===== src/logic/rtc_pkg.sv =====
package rtc_pkg;

	// Widths
	localparam int ACC_W   = 67;
	localparam int INC_W   = 32;
	localparam int VIEW_W  = 32;

	// Slice positions of the accumulator
	localparam int FINE_LSB   = 19;
	localparam int COARSE_LSB = 35;
	localparam int US_LSB     = 16;
	localparam int QUS_LSB    = 14;

	// Register byte offsets
	localparam logic [7:0] OFF_CTRL   = 8'h00;
	localparam logic [7:0] OFF_INC    = 8'h04;
	localparam logic [7:0] OFF_FINE   = 8'h08;
	localparam logic [7:0] OFF_COARSE = 8'h0c;
	localparam logic [7:0] OFF_CMP    = 8'h10;
	localparam logic [7:0] OFF_CAPT   = 8'h14;
	localparam logic [7:0] OFF_STAT   = 8'h18;
	localparam logic [7:0] OFF_MASK   = 8'h1c;

	// Field positions
	localparam int CTRL_WAKE_BIT = 0;
	localparam int EV_CMP_BIT    = 0;
	localparam int EV_CAP_BIT    = 1;
	localparam int EV_W          = 2;

	// Reset values
	localparam logic [31:0] RST_INC  = 32'h001e8480;
	localparam logic [31:0] RST_CTRL = 32'h00000000;
	localparam logic [31:0] RST_CMP  = 32'h00000000;
	localparam logic [1:0]  RST_MASK = 2'h0;

	// Bus answers
	localparam logic [1:0] RESP_OKAY   = 2'h0;
	localparam logic [1:0] RESP_SLVERR = 2'h2;

endpackage


===== src/logic/rtc_chan_if.sv =====
`timescale 1ns/1ps
interface rtc_chan_if;
	logic        clr;
	logic [31:0] now;
	logic [31:0] cmp_val;
	logic        cmp_load;
	logic        cmp_hit;
	logic        trig;
	logic [31:0] cap_val;
	logic        cap_hit;

	modport ctl (output clr, now, cmp_val, cmp_load, trig,
		input cmp_hit, cap_val, cap_hit);
	modport ch (input clr, now, cmp_val, cmp_load, trig,
		output cmp_hit, cap_val, cap_hit);
endinterface


===== src/logic/rtc_channel.sv =====
`timescale 1ns/1ps
module rtc_channel (
	input  wire logic clk,
	input  wire logic nrst,
	input  wire logic ce,
	rtc_chan_if.ch    ch
);

	logic        armed_q;
	logic        hit_q;
	logic        caphit_q;
	logic [31:0] cap_q;
	logic [31:0] diff;
	logic        reached;

	////////////////////////////////////////////////////////////////////////
	// Compare reach and capture latch

	assign diff    = ch.now - ch.cmp_val;
	assign reached = ~diff[31];

	always_ff @(posedge clk)
	begin
		if (!nrst)
		begin
			armed_q  <= 1'b0;
			hit_q    <= 1'b0;
			caphit_q <= 1'b0;
			cap_q    <= 32'h0;
		end
		else if (ce)
		begin
			if (ch.clr)
			begin
				armed_q  <= 1'b0;
				hit_q    <= 1'b0;
				caphit_q <= 1'b0;
				cap_q    <= 32'h0;
			end
			else
			begin
				armed_q  <= ch.cmp_load | (armed_q & ~reached);
				hit_q    <= armed_q & reached & ~ch.cmp_load;
				caphit_q <= ch.trig;
				if (ch.trig)
				begin
					cap_q <= ch.now;
				end
			end
		end
	end

	assign ch.cmp_hit = hit_q;
	assign ch.cap_hit = caphit_q;
	assign ch.cap_val = cap_q;
endmodule


===== src/logic/rtc_core.sv =====
`timescale 1ns/1ps
module rtc_core #(
	parameter int ADDR_W = 8
) (
	input  wire logic              CLK,
	input  wire logic              NRST,
	input  wire logic              CE,
	input  wire logic              LOW_FREQ_CLOCK,
	input  wire logic              CAPT_TRIG,
	input  wire logic              SHUTDOWN,
	input  wire logic [ADDR_W-1:0] AWADDR,
	input  wire logic              AWVALID,
	output logic                   AWREADY,
	input  wire logic [31:0]       WDATA,
	input  wire logic [3:0]        WSTRB,
	input  wire logic              WVALID,
	output logic                   WREADY,
	output logic [1:0]             BRESP,
	output logic                   BVALID,
	input  wire logic              BREADY,
	input  wire logic [ADDR_W-1:0] ARADDR,
	input  wire logic              ARVALID,
	output logic                   ARREADY,
	output logic [31:0]            RDATA,
	output logic [1:0]             RRESP,
	output logic                   RVALID,
	input  wire logic              RREADY,
	output logic                   SYNC_STROBE,
	output logic [31:0]            SYNC_US,
	output logic [31:0]            SYNC_QUS,
	output logic                   WAKE_REQ,
	output logic                   IRQ
);

	function automatic logic hit(input logic [ADDR_W-1:0] a,
		input logic [7:0] off);
		hit = (a[ADDR_W-1:2] == off[ADDR_W-1:2]);
	endfunction

	function automatic logic [31:0] merge(input logic [31:0] old,
		input logic [31:0] nw, input logic [3:0] be);
		for (int i = 0; i < 4; i++)
		begin
			merge[8*i +: 8] = be[i] ? nw[8*i +: 8] : old[8*i +: 8];
		end
	endfunction

	localparam int AW = rtc_pkg::ACC_W;

	logic [1:0]        s1_q;
	logic [1:0]        s2_q;
	logic [1:0]        s3_q;
	logic [1:0]        lvl_q;
	logic [1:0]        rise;
	logic              tick;
	logic [AW-1:0]     acc_q;
	logic [AW-1:0]     acc_d;
	logic [31:0]       inc_q;
	logic [31:0]       ctrl_q;
	logic [31:0]       cmp_q;
	logic [1:0]        st_q;
	logic [1:0]        st_d;
	logic [1:0]        mk_q;
	logic [1:0]        ev;
	logic [1:0]        st_clr;
	logic              aw_v_q;
	logic              w_v_q;
	logic [ADDR_W-1:0] aw_a_q;
	logic [31:0]       w_d_q;
	logic [3:0]        w_s_q;
	logic              bvalid_q;
	logic [1:0]        bresp_q;
	logic              rvalid_q;
	logic [1:0]        rresp_q;
	logic [31:0]       rdata_q;
	logic              sync_stb_q;
	logic [31:0]       sync_us_q;
	logic [31:0]       sync_qus_q;
	logic              wr_go;
	logic              ar_go;
	logic              wr_ok;
	logic              rd_ok;
	logic [31:0]       rd_val;
	logic [31:0]       fine_w;
	logic [31:0]       coarse_w;

	rtc_chan_if chan ();

	rtc_channel u_chan (
		.clk  (CLK),
		.nrst (NRST),
		.ce   (CE),
		.ch   (chan.ch)
	);

	////////////////////////////////////////////////////////////////////////
	// Pin synchronisers, rising edges once stages two and three agree

	always_ff @(posedge CLK)
	begin
		if (!NRST)
		begin
			s1_q  <= 2'h0;
			s2_q  <= 2'h0;
			s3_q  <= 2'h0;
			lvl_q <= 2'h0;
		end
		else if (CE)
		begin
			s1_q <= {CAPT_TRIG, LOW_FREQ_CLOCK};
			s2_q <= s1_q;
			s3_q <= s2_q;
			for (int i = 0; i < 2; i++)
			begin
				if (s2_q[i] == s3_q[i])
				begin
					lvl_q[i] <= s3_q[i];
				end
			end
		end
	end

	assign rise = s2_q & s3_q & ~lvl_q;
	assign tick = rise[0];

	////////////////////////////////////////////////////////////////////////
	// Time accumulator

	assign acc_d = SHUTDOWN ? {AW{1'b0}}
		: tick ? acc_q + {{(AW - rtc_pkg::INC_W){1'b0}}, inc_q}
		: acc_q;

	always_ff @(posedge CLK)
	begin
		if (!NRST)
		begin
			acc_q      <= {AW{1'b0}};
			sync_stb_q <= 1'b0;
			sync_us_q  <= 32'h0;
			sync_qus_q <= 32'h0;
		end
		else if (CE)
		begin
			acc_q      <= acc_d;
			sync_stb_q <= tick;
			sync_us_q  <= acc_d[rtc_pkg::US_LSB +: 32];
			sync_qus_q <= acc_d[rtc_pkg::QUS_LSB +: 32];
		end
	end

	assign fine_w   = acc_q[rtc_pkg::FINE_LSB +: 32];
	assign coarse_w = acc_q[rtc_pkg::COARSE_LSB +: 32];

	assign SYNC_STROBE = sync_stb_q;
	assign SYNC_US     = sync_us_q;
	assign SYNC_QUS    = sync_qus_q;

	////////////////////////////////////////////////////////////////////////
	// Channel hookup and events

	assign chan.clr      = SHUTDOWN;
	assign chan.now      = fine_w;
	assign chan.cmp_val  = cmp_q;
	assign chan.cmp_load = wr_go & hit(aw_a_q, rtc_pkg::OFF_CMP);
	assign chan.trig     = rise[1];

	assign ev = {chan.cap_hit, chan.cmp_hit};
	assign st_clr = (wr_go & hit(aw_a_q, rtc_pkg::OFF_STAT) & w_s_q[0])
		? w_d_q[1:0] : 2'h0;
	assign st_d = (st_q & ~st_clr) | ev;

	assign IRQ      = |(st_q & mk_q);
	assign WAKE_REQ = ctrl_q[rtc_pkg::CTRL_WAKE_BIT]
		& st_q[rtc_pkg::EV_CMP_BIT];

	////////////////////////////////////////////////////////////////////////
	// Bus slave

	assign AWREADY = CE & ~aw_v_q;
	assign WREADY  = CE & ~w_v_q;
	assign ARREADY = CE & ~rvalid_q;
	assign wr_go   = CE & aw_v_q & w_v_q & ~bvalid_q;
	assign ar_go   = ARVALID & ARREADY;

	assign wr_ok = hit(aw_a_q, rtc_pkg::OFF_CTRL)
		| hit(aw_a_q, rtc_pkg::OFF_INC) | hit(aw_a_q, rtc_pkg::OFF_CMP)
		| hit(aw_a_q, rtc_pkg::OFF_STAT) | hit(aw_a_q, rtc_pkg::OFF_MASK)
		| hit(aw_a_q, rtc_pkg::OFF_FINE) | hit(aw_a_q, rtc_pkg::OFF_COARSE)
		| hit(aw_a_q, rtc_pkg::OFF_CAPT);

	assign rd_ok = hit(ARADDR, rtc_pkg::OFF_CTRL)
		| hit(ARADDR, rtc_pkg::OFF_INC) | hit(ARADDR, rtc_pkg::OFF_CMP)
		| hit(ARADDR, rtc_pkg::OFF_STAT) | hit(ARADDR, rtc_pkg::OFF_MASK)
		| hit(ARADDR, rtc_pkg::OFF_FINE) | hit(ARADDR, rtc_pkg::OFF_COARSE)
		| hit(ARADDR, rtc_pkg::OFF_CAPT);

	assign rd_val =
		hit(ARADDR, rtc_pkg::OFF_CTRL)   ? ctrl_q :
		hit(ARADDR, rtc_pkg::OFF_INC)    ? inc_q :
		hit(ARADDR, rtc_pkg::OFF_FINE)   ? fine_w :
		hit(ARADDR, rtc_pkg::OFF_COARSE) ? coarse_w :
		hit(ARADDR, rtc_pkg::OFF_CMP)    ? cmp_q :
		hit(ARADDR, rtc_pkg::OFF_CAPT)   ? chan.cap_val :
		hit(ARADDR, rtc_pkg::OFF_STAT)   ? {30'h0, st_q} :
		hit(ARADDR, rtc_pkg::OFF_MASK)   ? {30'h0, mk_q} : 32'h0;

	always_ff @(posedge CLK)
	begin
		if (!NRST)
		begin
			aw_v_q   <= 1'b0;
			w_v_q    <= 1'b0;
			aw_a_q   <= '0;
			w_d_q    <= 32'h0;
			w_s_q    <= 4'h0;
			bvalid_q <= 1'b0;
			bresp_q  <= rtc_pkg::RESP_OKAY;
		end
		else if (CE)
		begin
			if (AWVALID && AWREADY)
			begin
				aw_v_q <= 1'b1;
				aw_a_q <= AWADDR;
			end
			if (WVALID && WREADY)
			begin
				w_v_q <= 1'b1;
				w_d_q <= WDATA;
				w_s_q <= WSTRB;
			end
			if (wr_go)
			begin
				aw_v_q   <= 1'b0;
				w_v_q    <= 1'b0;
				bvalid_q <= 1'b1;
				bresp_q  <= wr_ok ? rtc_pkg::RESP_OKAY : rtc_pkg::RESP_SLVERR;
			end
			else if (BREADY)
			begin
				bvalid_q <= 1'b0;
			end
		end
	end

	always_ff @(posedge CLK)
	begin
		if (!NRST)
		begin
			rvalid_q <= 1'b0;
			rresp_q  <= rtc_pkg::RESP_OKAY;
			rdata_q  <= 32'h0;
		end
		else if (CE)
		begin
			if (ar_go)
			begin
				rvalid_q <= 1'b1;
				rdata_q  <= rd_val;
				rresp_q  <= rd_ok ? rtc_pkg::RESP_OKAY : rtc_pkg::RESP_SLVERR;
			end
			else if (RREADY)
			begin
				rvalid_q <= 1'b0;
			end
		end
	end

	assign BVALID = bvalid_q;
	assign BRESP  = bresp_q;
	assign RVALID = rvalid_q;
	assign RRESP  = rresp_q;
	assign RDATA  = rdata_q;

	////////////////////////////////////////////////////////////////////////
	// Register file

	always_ff @(posedge CLK)
	begin
		if (!NRST)
		begin
			ctrl_q <= rtc_pkg::RST_CTRL;
			inc_q  <= rtc_pkg::RST_INC;
			cmp_q  <= rtc_pkg::RST_CMP;
			mk_q   <= rtc_pkg::RST_MASK;
			st_q   <= 2'h0;
		end
		else if (CE)
		begin
			st_q <= SHUTDOWN ? 2'h0 : st_d;
			if (wr_go && hit(aw_a_q, rtc_pkg::OFF_CTRL))
			begin
				ctrl_q <= merge(ctrl_q, w_d_q, w_s_q) & 32'h1;
			end
			if (wr_go && hit(aw_a_q, rtc_pkg::OFF_INC))
			begin
				inc_q <= merge(inc_q, w_d_q, w_s_q);
			end
			if (wr_go && hit(aw_a_q, rtc_pkg::OFF_CMP))
			begin
				cmp_q <= merge(cmp_q, w_d_q, w_s_q);
			end
			if (wr_go && hit(aw_a_q, rtc_pkg::OFF_MASK) && w_s_q[0])
			begin
				mk_q <= w_d_q[1:0];
			end
		end
	end
endmodule


===== config.mk =====
export PLATFORM = sky130hd
export DESIGN_NAME = rtc_core
export DESIGN_NICKNAME = d
export VERILOG_FILES = /design/src/logic/rtc_pkg.sv /design/src/logic/rtc_chan_if.sv /design/src/logic/rtc_channel.sv /design/src/logic/rtc_core.sv
export SDC_FILE = /design/constraint.sdc
export NUM_CORES = 1
export LEC_CHECK = 0
export BUFFER_PORTS_ARGS = -buffer_cell sky130_fd_sc_hd__buf_2
export CAP_MARGIN = 20
export CORE_UTILIZATION = 59
export CTS_BUF_LIST = sky130_fd_sc_hd__clkbuf_16
export DETAILED_ROUTE_END_ITERATION = 12
export GPL_ROUTABILITY_DRIVEN = 0
export HOLD_SLACK_MARGIN = 0.05
export PLACE_DENSITY_LB_ADDON = 0.05
export SLEW_MARGIN = 25
export SYNTH_ARGS = -nofsm -noshare
export SYNTH_HDL_FRONTEND = slang
export SYNTH_HIERARCHICAL = 1
export SYNTH_SLANG_ARGS = --single-unit

===== constraint.sdc =====
create_clock -name CLK -period 3.7 [get_ports CLK]
set_clock_uncertainty 0.15 [all_clocks]
set_input_delay 0 -clock CLK [delete_from_list [all_inputs] [get_ports CLK]]
set_output_delay 0 -clock CLK [all_outputs]
set_load 0.005 [all_outputs]

After elaboration in Yosys (flattened, before gate mapping)
Index checks and enable logic that the tools add are counted.
Word-level totals
  memories: 0
  register bits after elaboration: 328
  output and inout bits: 108
  bits in latches: 0
  memory bits (writable): 0
  ROM bits: 0
Cells by class
  bitwise logic cells: 42
  add/sub/neg operators: 2
  reductions and logical operators: 38
  div/mod/pow operators: 0
  multiply operators: 0
  multiplexer cells: 27
  order comparisons: 0
  equality and inequality tests: 16
  shifts and indexed selects: 0
Operator list (count)
  $mux W32: 8
  $mux W67: 2
  $add A67 B32 Y67: 1
  $eq A6 B3 Y1 const B: 8
  $sub A32 B32 Y32: 1
  $reduce_and A3 Y1: 9
  $reduce_and A2 Y1: 13
  $eq A6 B2 Y1 const B: 4
  $or A1 B1 Y1: 15
  $and A1 B1 Y1: 14
  $eq A6 B1 Y1 const B: 2
  $logic_not A6 Y1: 2
  $mux W2: 6
  $reduce_bool A2 Y1: 6
  $mux W1: 11
  $and A2 B2 Y2: 4
  $logic_and A1 B1 Y1: 7
  $not A1 Y1: 6
  $not A2 Y2: 2
  $eq A1 B1 Y1: 2
  $or A2 B2 Y2: 1
  $reduce_or A2 Y1: 1

Longest topological paths before layout
  depth after elaboration: 10
  mapped depth: 13
  depth with buffers taken out: 12

Modules after synthesis
The synthesis kept the hierarchy.
By module, submodules not included
  rtc_core: cells an instance 1501, times used 1, area each 11786.3 um^2
  rtc_channel: cells an instance 236, times used 1, area each 2035.7 um^2

Least setup slack after synthesis
Ideal clock, no wire load.
  path type: flip-flop to flip-flop
  from: register inc_q[0]
  to: register acc_q[42]
  setup time: 0.117 ns
  slack: 0.676 ns
  arrival time: 2.758 ns
  stages on the path, launching flop included: 13
  cells stage by stage: dfxtp_1 ha_1 inv_1 fa_1 nor2b_1 o211ai_1 a211o_1 a211oi_1 o21ai_0 o31a_1 nor3_1 o21ai_0 a22o_1
On the way
  cells in the longest elaborated chain, start to end: 3
RTL lines
  start, declared: RTL line rtc_core.sv:58  | logic [31:0] inc_q;
  start signal, assigned: RTL line rtc_core.sv:283  | inc_q <= rtc_pkg::RST_INC;
  start signal, assigned: RTL line rtc_core.sv:297  | inc_q <= merge(inc_q, w_d_q, w_s_q);
  $add A67 B32 Y67: RTL line rtc_core.sv:130  | : tick ? acc_q + {{(AW - rtc_pkg::INC_W){1'b0}}, inc_q}
  $mux W67: RTL line rtc_core.sv:130
  $mux W67: RTL line rtc_core.sv:129  | assign acc_d = SHUTDOWN ? {AW{1'b0}}
  end signal, assigned: RTL line rtc_core.sv:137  | acc_q <= {AW{1'b0}};
  end, declared: RTL line rtc_core.sv:56  | logic [AW-1:0] acc_q;
No other way between the ends. The select of a mux whose other input is x is not followed.
A chain may end at the register's enable or synchronous reset.

Final worst setup path
  from: register inc_q[0]
  to: register acc_q[44]
The elaborated chain is that of the path after synthesis.

==> flow_metrics.py <==
metrics = {
    "worst_setup_path": {
        "crit_fanout": 11,
        "end_kind": "flip-flop",
        "crit_family": "compound AO/OA/AOI/OAI gates",
        "crit_arrival_ns": 3.65,
        "worstPathRequired_ns": 3.95,
        "cp_slowest_cell": "fa_1",
        "path_cells": "ha_1 -> inv_1 -> fa_1 -> nor2b_1 -> o211ai_1 -> a211o_1 -> a211oi_1 -> buf_4 -> o2111ai_1 -> nand2_1 -> buf_4 -> a31oi_1 -> o21ai_0 -> o21ai_0",
        "start_kind": "flip-flop",
        "worst-setup-path-type": "reg -> reg",
        "cp_num_buf_inv": 3,
        "cpPeakStageDelay_ns": 0.41,
    },
    "layout": {
        "stdcell_area_sq_um": 16150,
        "fill_cells": 1855,
        "finalNetCount": 2023,
        "diodes": 0,
        "drive_above_1_share_pct": 14.20,
        "post-route-util_pct": 70.88,
        "area_growth_syn_to_layout_pct": 16.81,
    },
    "logic_synthesis": {
        "ys.flop_type": "dfxtp_1",
        "async_flop_share_pct": 0,
        "syn_area_sq_um": 13820,
        "synth_top_cell_by_area": "dfxtp_1",
        "synth-edff-count": 0,
        "yosysWarnings": 6,
        "synth_area_leaders": "dfxtp_1, nand2_1, a21oi_1, ha_1, mux2i_1",
        "yosysSeqAreaShare_pct": 37.66,
        "netlist.area_leader.share_pct": 37.66,
        "synth_most_common_cell": "nand2_1",
        "syn_inst": 1737,
        "synth.distinct_cells": 68,
        "ys_ff_latch": 260,
        "avgSynthCellArea_sq_um": 7.957,
        "yosys-top-cells-count": "nand2_1, dfxtp_1, a21oi_1",
    },
    "grt": {
        "first_global_vias": 12827,
        "antenna_found_initial": 1,
        "grt_pass1_wl_mm": 68.58,
        "grtUsageTotal_pct": 36.38,
        "overflow": 0,
        "grt_max_degree": 90,
    },
    "sta": {
        "tns_ns": 0,
        "finalMaxSlewViolations": 0,
        "fmax_ghz": 0.2942,
        "hold_viol": 0,
        "tightest_slew_ns": 1.068,
        "maxSlewHeadroom_pct": 28.52,
        "min_period_ns": 3.399,
        "rsz0062_at_grt": "false",
        "finalCritPeriodShare_pct": 91.85,
        "setup_viol": 0,
    },
    "clock_tree": {
        "cts-root-buf": "clkbuf_16",
        "clk_latency_ns": 0.54,
        "cts.sinks": 260,
        "cts_buffers": 27,
        "tritoncts": "done",
        "postCtsSetupRepairBufs": 0,
        "htreeDepth": 1,
        "clock_path_buffers": 3,
        "cts.clk_slew.worst_paths_ns": 0.06,
    },
    "routing": {
        "via_count": 13628,
        "post_drt_wl_per_cell_um": 19.76,
        "drtPass1Iterations": 7,
        "viasPerCell": 6.136,
        "final_antenna_net_count": 0,
        "postRouteWirelength_mm": 43.90,
        "drt_iter0_markers": 1604,
        "drc": 0,
    },
    "run": {
        "drv_cap": 0,
    },
    "pwr": {
        "p_comb_share_pct": 6.3,
        "power.total_mw": 5.615,
        "switching_share_pct": 23.65,
        "ir_worst_vdd_mv": 0.3699,
        "power.leakage_nw": 6.545,
        "power_density_nw_per_um2": 347.8,
        "intPower_mw": 4.287,
        "clockPowerShare_pct": 42.6,
        "p_sw_mw": 1.328,
        "seqPwrFrac_pct": 51.1,
    },
    "floorplan": {
        "start_util_pct": 60.68,
        "core_sq_um": 22780,
        "row_count": 55,
        "dieHeight_um": 155.1,
        "pin_count": 171,
        "die_x_um": 155.1,
        "die-area_sq_um": 24040,
    },
    "place": {
        "dpl_cell_area_sq_um": 14540,
        "port_buffers": 164,
        "hpwl_mm": 29.52,
    },
    "worst_hold_path": {
        "hold_path_class": "in -> reg",
    },
    "outcome": {
        "status": "finished, final reports clean",
    },
}
[worst reg2reg max path: stages (launching register included)]
cell and delay (ns):
dfxtp_1 0.36, ha_1 0.20, inv_1 0.06, fa_1 0.41
nor2b_1 0.17, o211ai_1 0.22, a211o_1 0.32, a211oi_1 0.20
buf_4 0.18, o2111ai_1 0.19, nand2_1 0.23, buf_4 0.22
a31oi_1 0.09, o21ai_0 0.17, o21ai_0 0.11
[cell families (layout without fill, tap and decap cells)]
kind of cell | after synthesis | in the layout | synth area share [%]
flops | 260 | 260 | 37.66
buf+inv | 216 | 386 | 7.821
xor+xnor | 29 | 29 | 1.838
fa+ha+maj | 65 | 65 | 5.938
mux | 52 | 52 | 3.856
simple gates | 612 | 612 | 20.18
other cells | 1 | 2 | 0.02713
compound gates | 502 | 502 | 22.69
[power groups by stage]
stage | Clock (mW) | Combinational, mW | Sequential [mW]
finish | 2.39 | 0.353 | 2.87
global route | 2.51 | 0.381 | 2.87
CTS | 2.40 | 0.339 | 2.87
detailed placement | 0 | 0.267 | 2.93
global placement | 0 | 0.264 | 2.93
floorplan | 0 | 0.174 | 2.92
[sequential cells by signal, indices dropped and copies added, names as in the netlist, 2 cells and up]
| signal | count |
|---|---|
| acc_q | 67 |
| RDATA | 32 |
| chan.cmp_val | 32 |
| inc_q | 32 |
| u_chan/ch.cap_val | 32 |
| w_d_q | 32 |
| aw_a_q | 6 |
| w_s_q | 4 |
| lvl_q | 2 |
| mk_q | 2 |
| s1_q | 2 |
| s2_q | 2 |
| s3_q | 2 |
| st_q | 2 |
[final timing paths]
path                          from               end  slack, ns  depth (start not counted)
setup / recovery          inc_q[0]         acc_q[44]       0.30                         14
hold / removal           WDATA[29]         w_d_q[29]       0.10                          4
setup reg to reg          inc_q[0]         acc_q[44]       0.30                         14
hold reg to reg   chan.cmp_val[18]  chan.cmp_val[18]       0.32                          2
[stage by stage]
step | setup WS [ns] | hold WS, ns | cells
2_1_floorplan | 0.6757 | -0.06227 | 1738
5_1_grt | 0.01271 | 0.1162 | 2221
6_report | 0.3014 | 0.1015 | 2221
4_1_cts | 0.3486 | 0.08410 | 2221
3_5_place_dp | 0.3798 | 0.08529 | 2092
3_3_place_gp | 0.4437 | 0.08236 | 2092
[cells in the final DEF, fill, tap and decap left out, types with 8 or more instances in the layout]
cell type,synthesis,final
xor2_1,11,11
inv_1,42,48
ha_1,64,64
nor2b_1,52,51
a222oi_1,15,15
o31ai_1,8,8
xnor2_1,18,18
dfxtp_1,260,260
nor2_1,121,119
o22ai_1,16,16
nand3_1,39,39
a211oi_1,24,24
nand4_1,16,16
mux2i_1,51,51
and3_1,12,12
a221oi_1,19,19
buf_2,6,164
dlygate4sd3_1,0,87
a31oi_1,20,20
and2_1,23,23
a21oi_1,203,203
a22oi_1,53,53
o21ai_0,79,79
nor3_1,12,12
clkbuf_16,0,27
nand2_1,303,302
buf_4,66,49
a21o_1,12,12
[timing repair]
| action | CTS | global route |
|---|---|---|
| resized for setup | 0 | 0 |
| setup endpoints to repair | 0 | 0 |
| hold endpoints to repair | 101 | 0 |
| hold buffers | 87 | 0 |
[metal layers]
layer  GRT usage [%]  part of all wire, %
met5               0                0.039
met4           12.92                  3.5
met3           6.462                  9.8
met2           59.46                   45
met1           48.22                   42
[layout make-up]
type	count	area [sq um]	area share (%)
flip-flops and latches	260	5205	32.24
repair buffers	301	2079	12.88
well taps	313	391.6	2.426
inverters	43	163.9	1.015
clock inverters	15	61.31	0.3797
multi-input cells	1262	7569	46.88
clock buffers	27	675.6	4.185
Note: power is estimated with default switching activity, not from simulation.
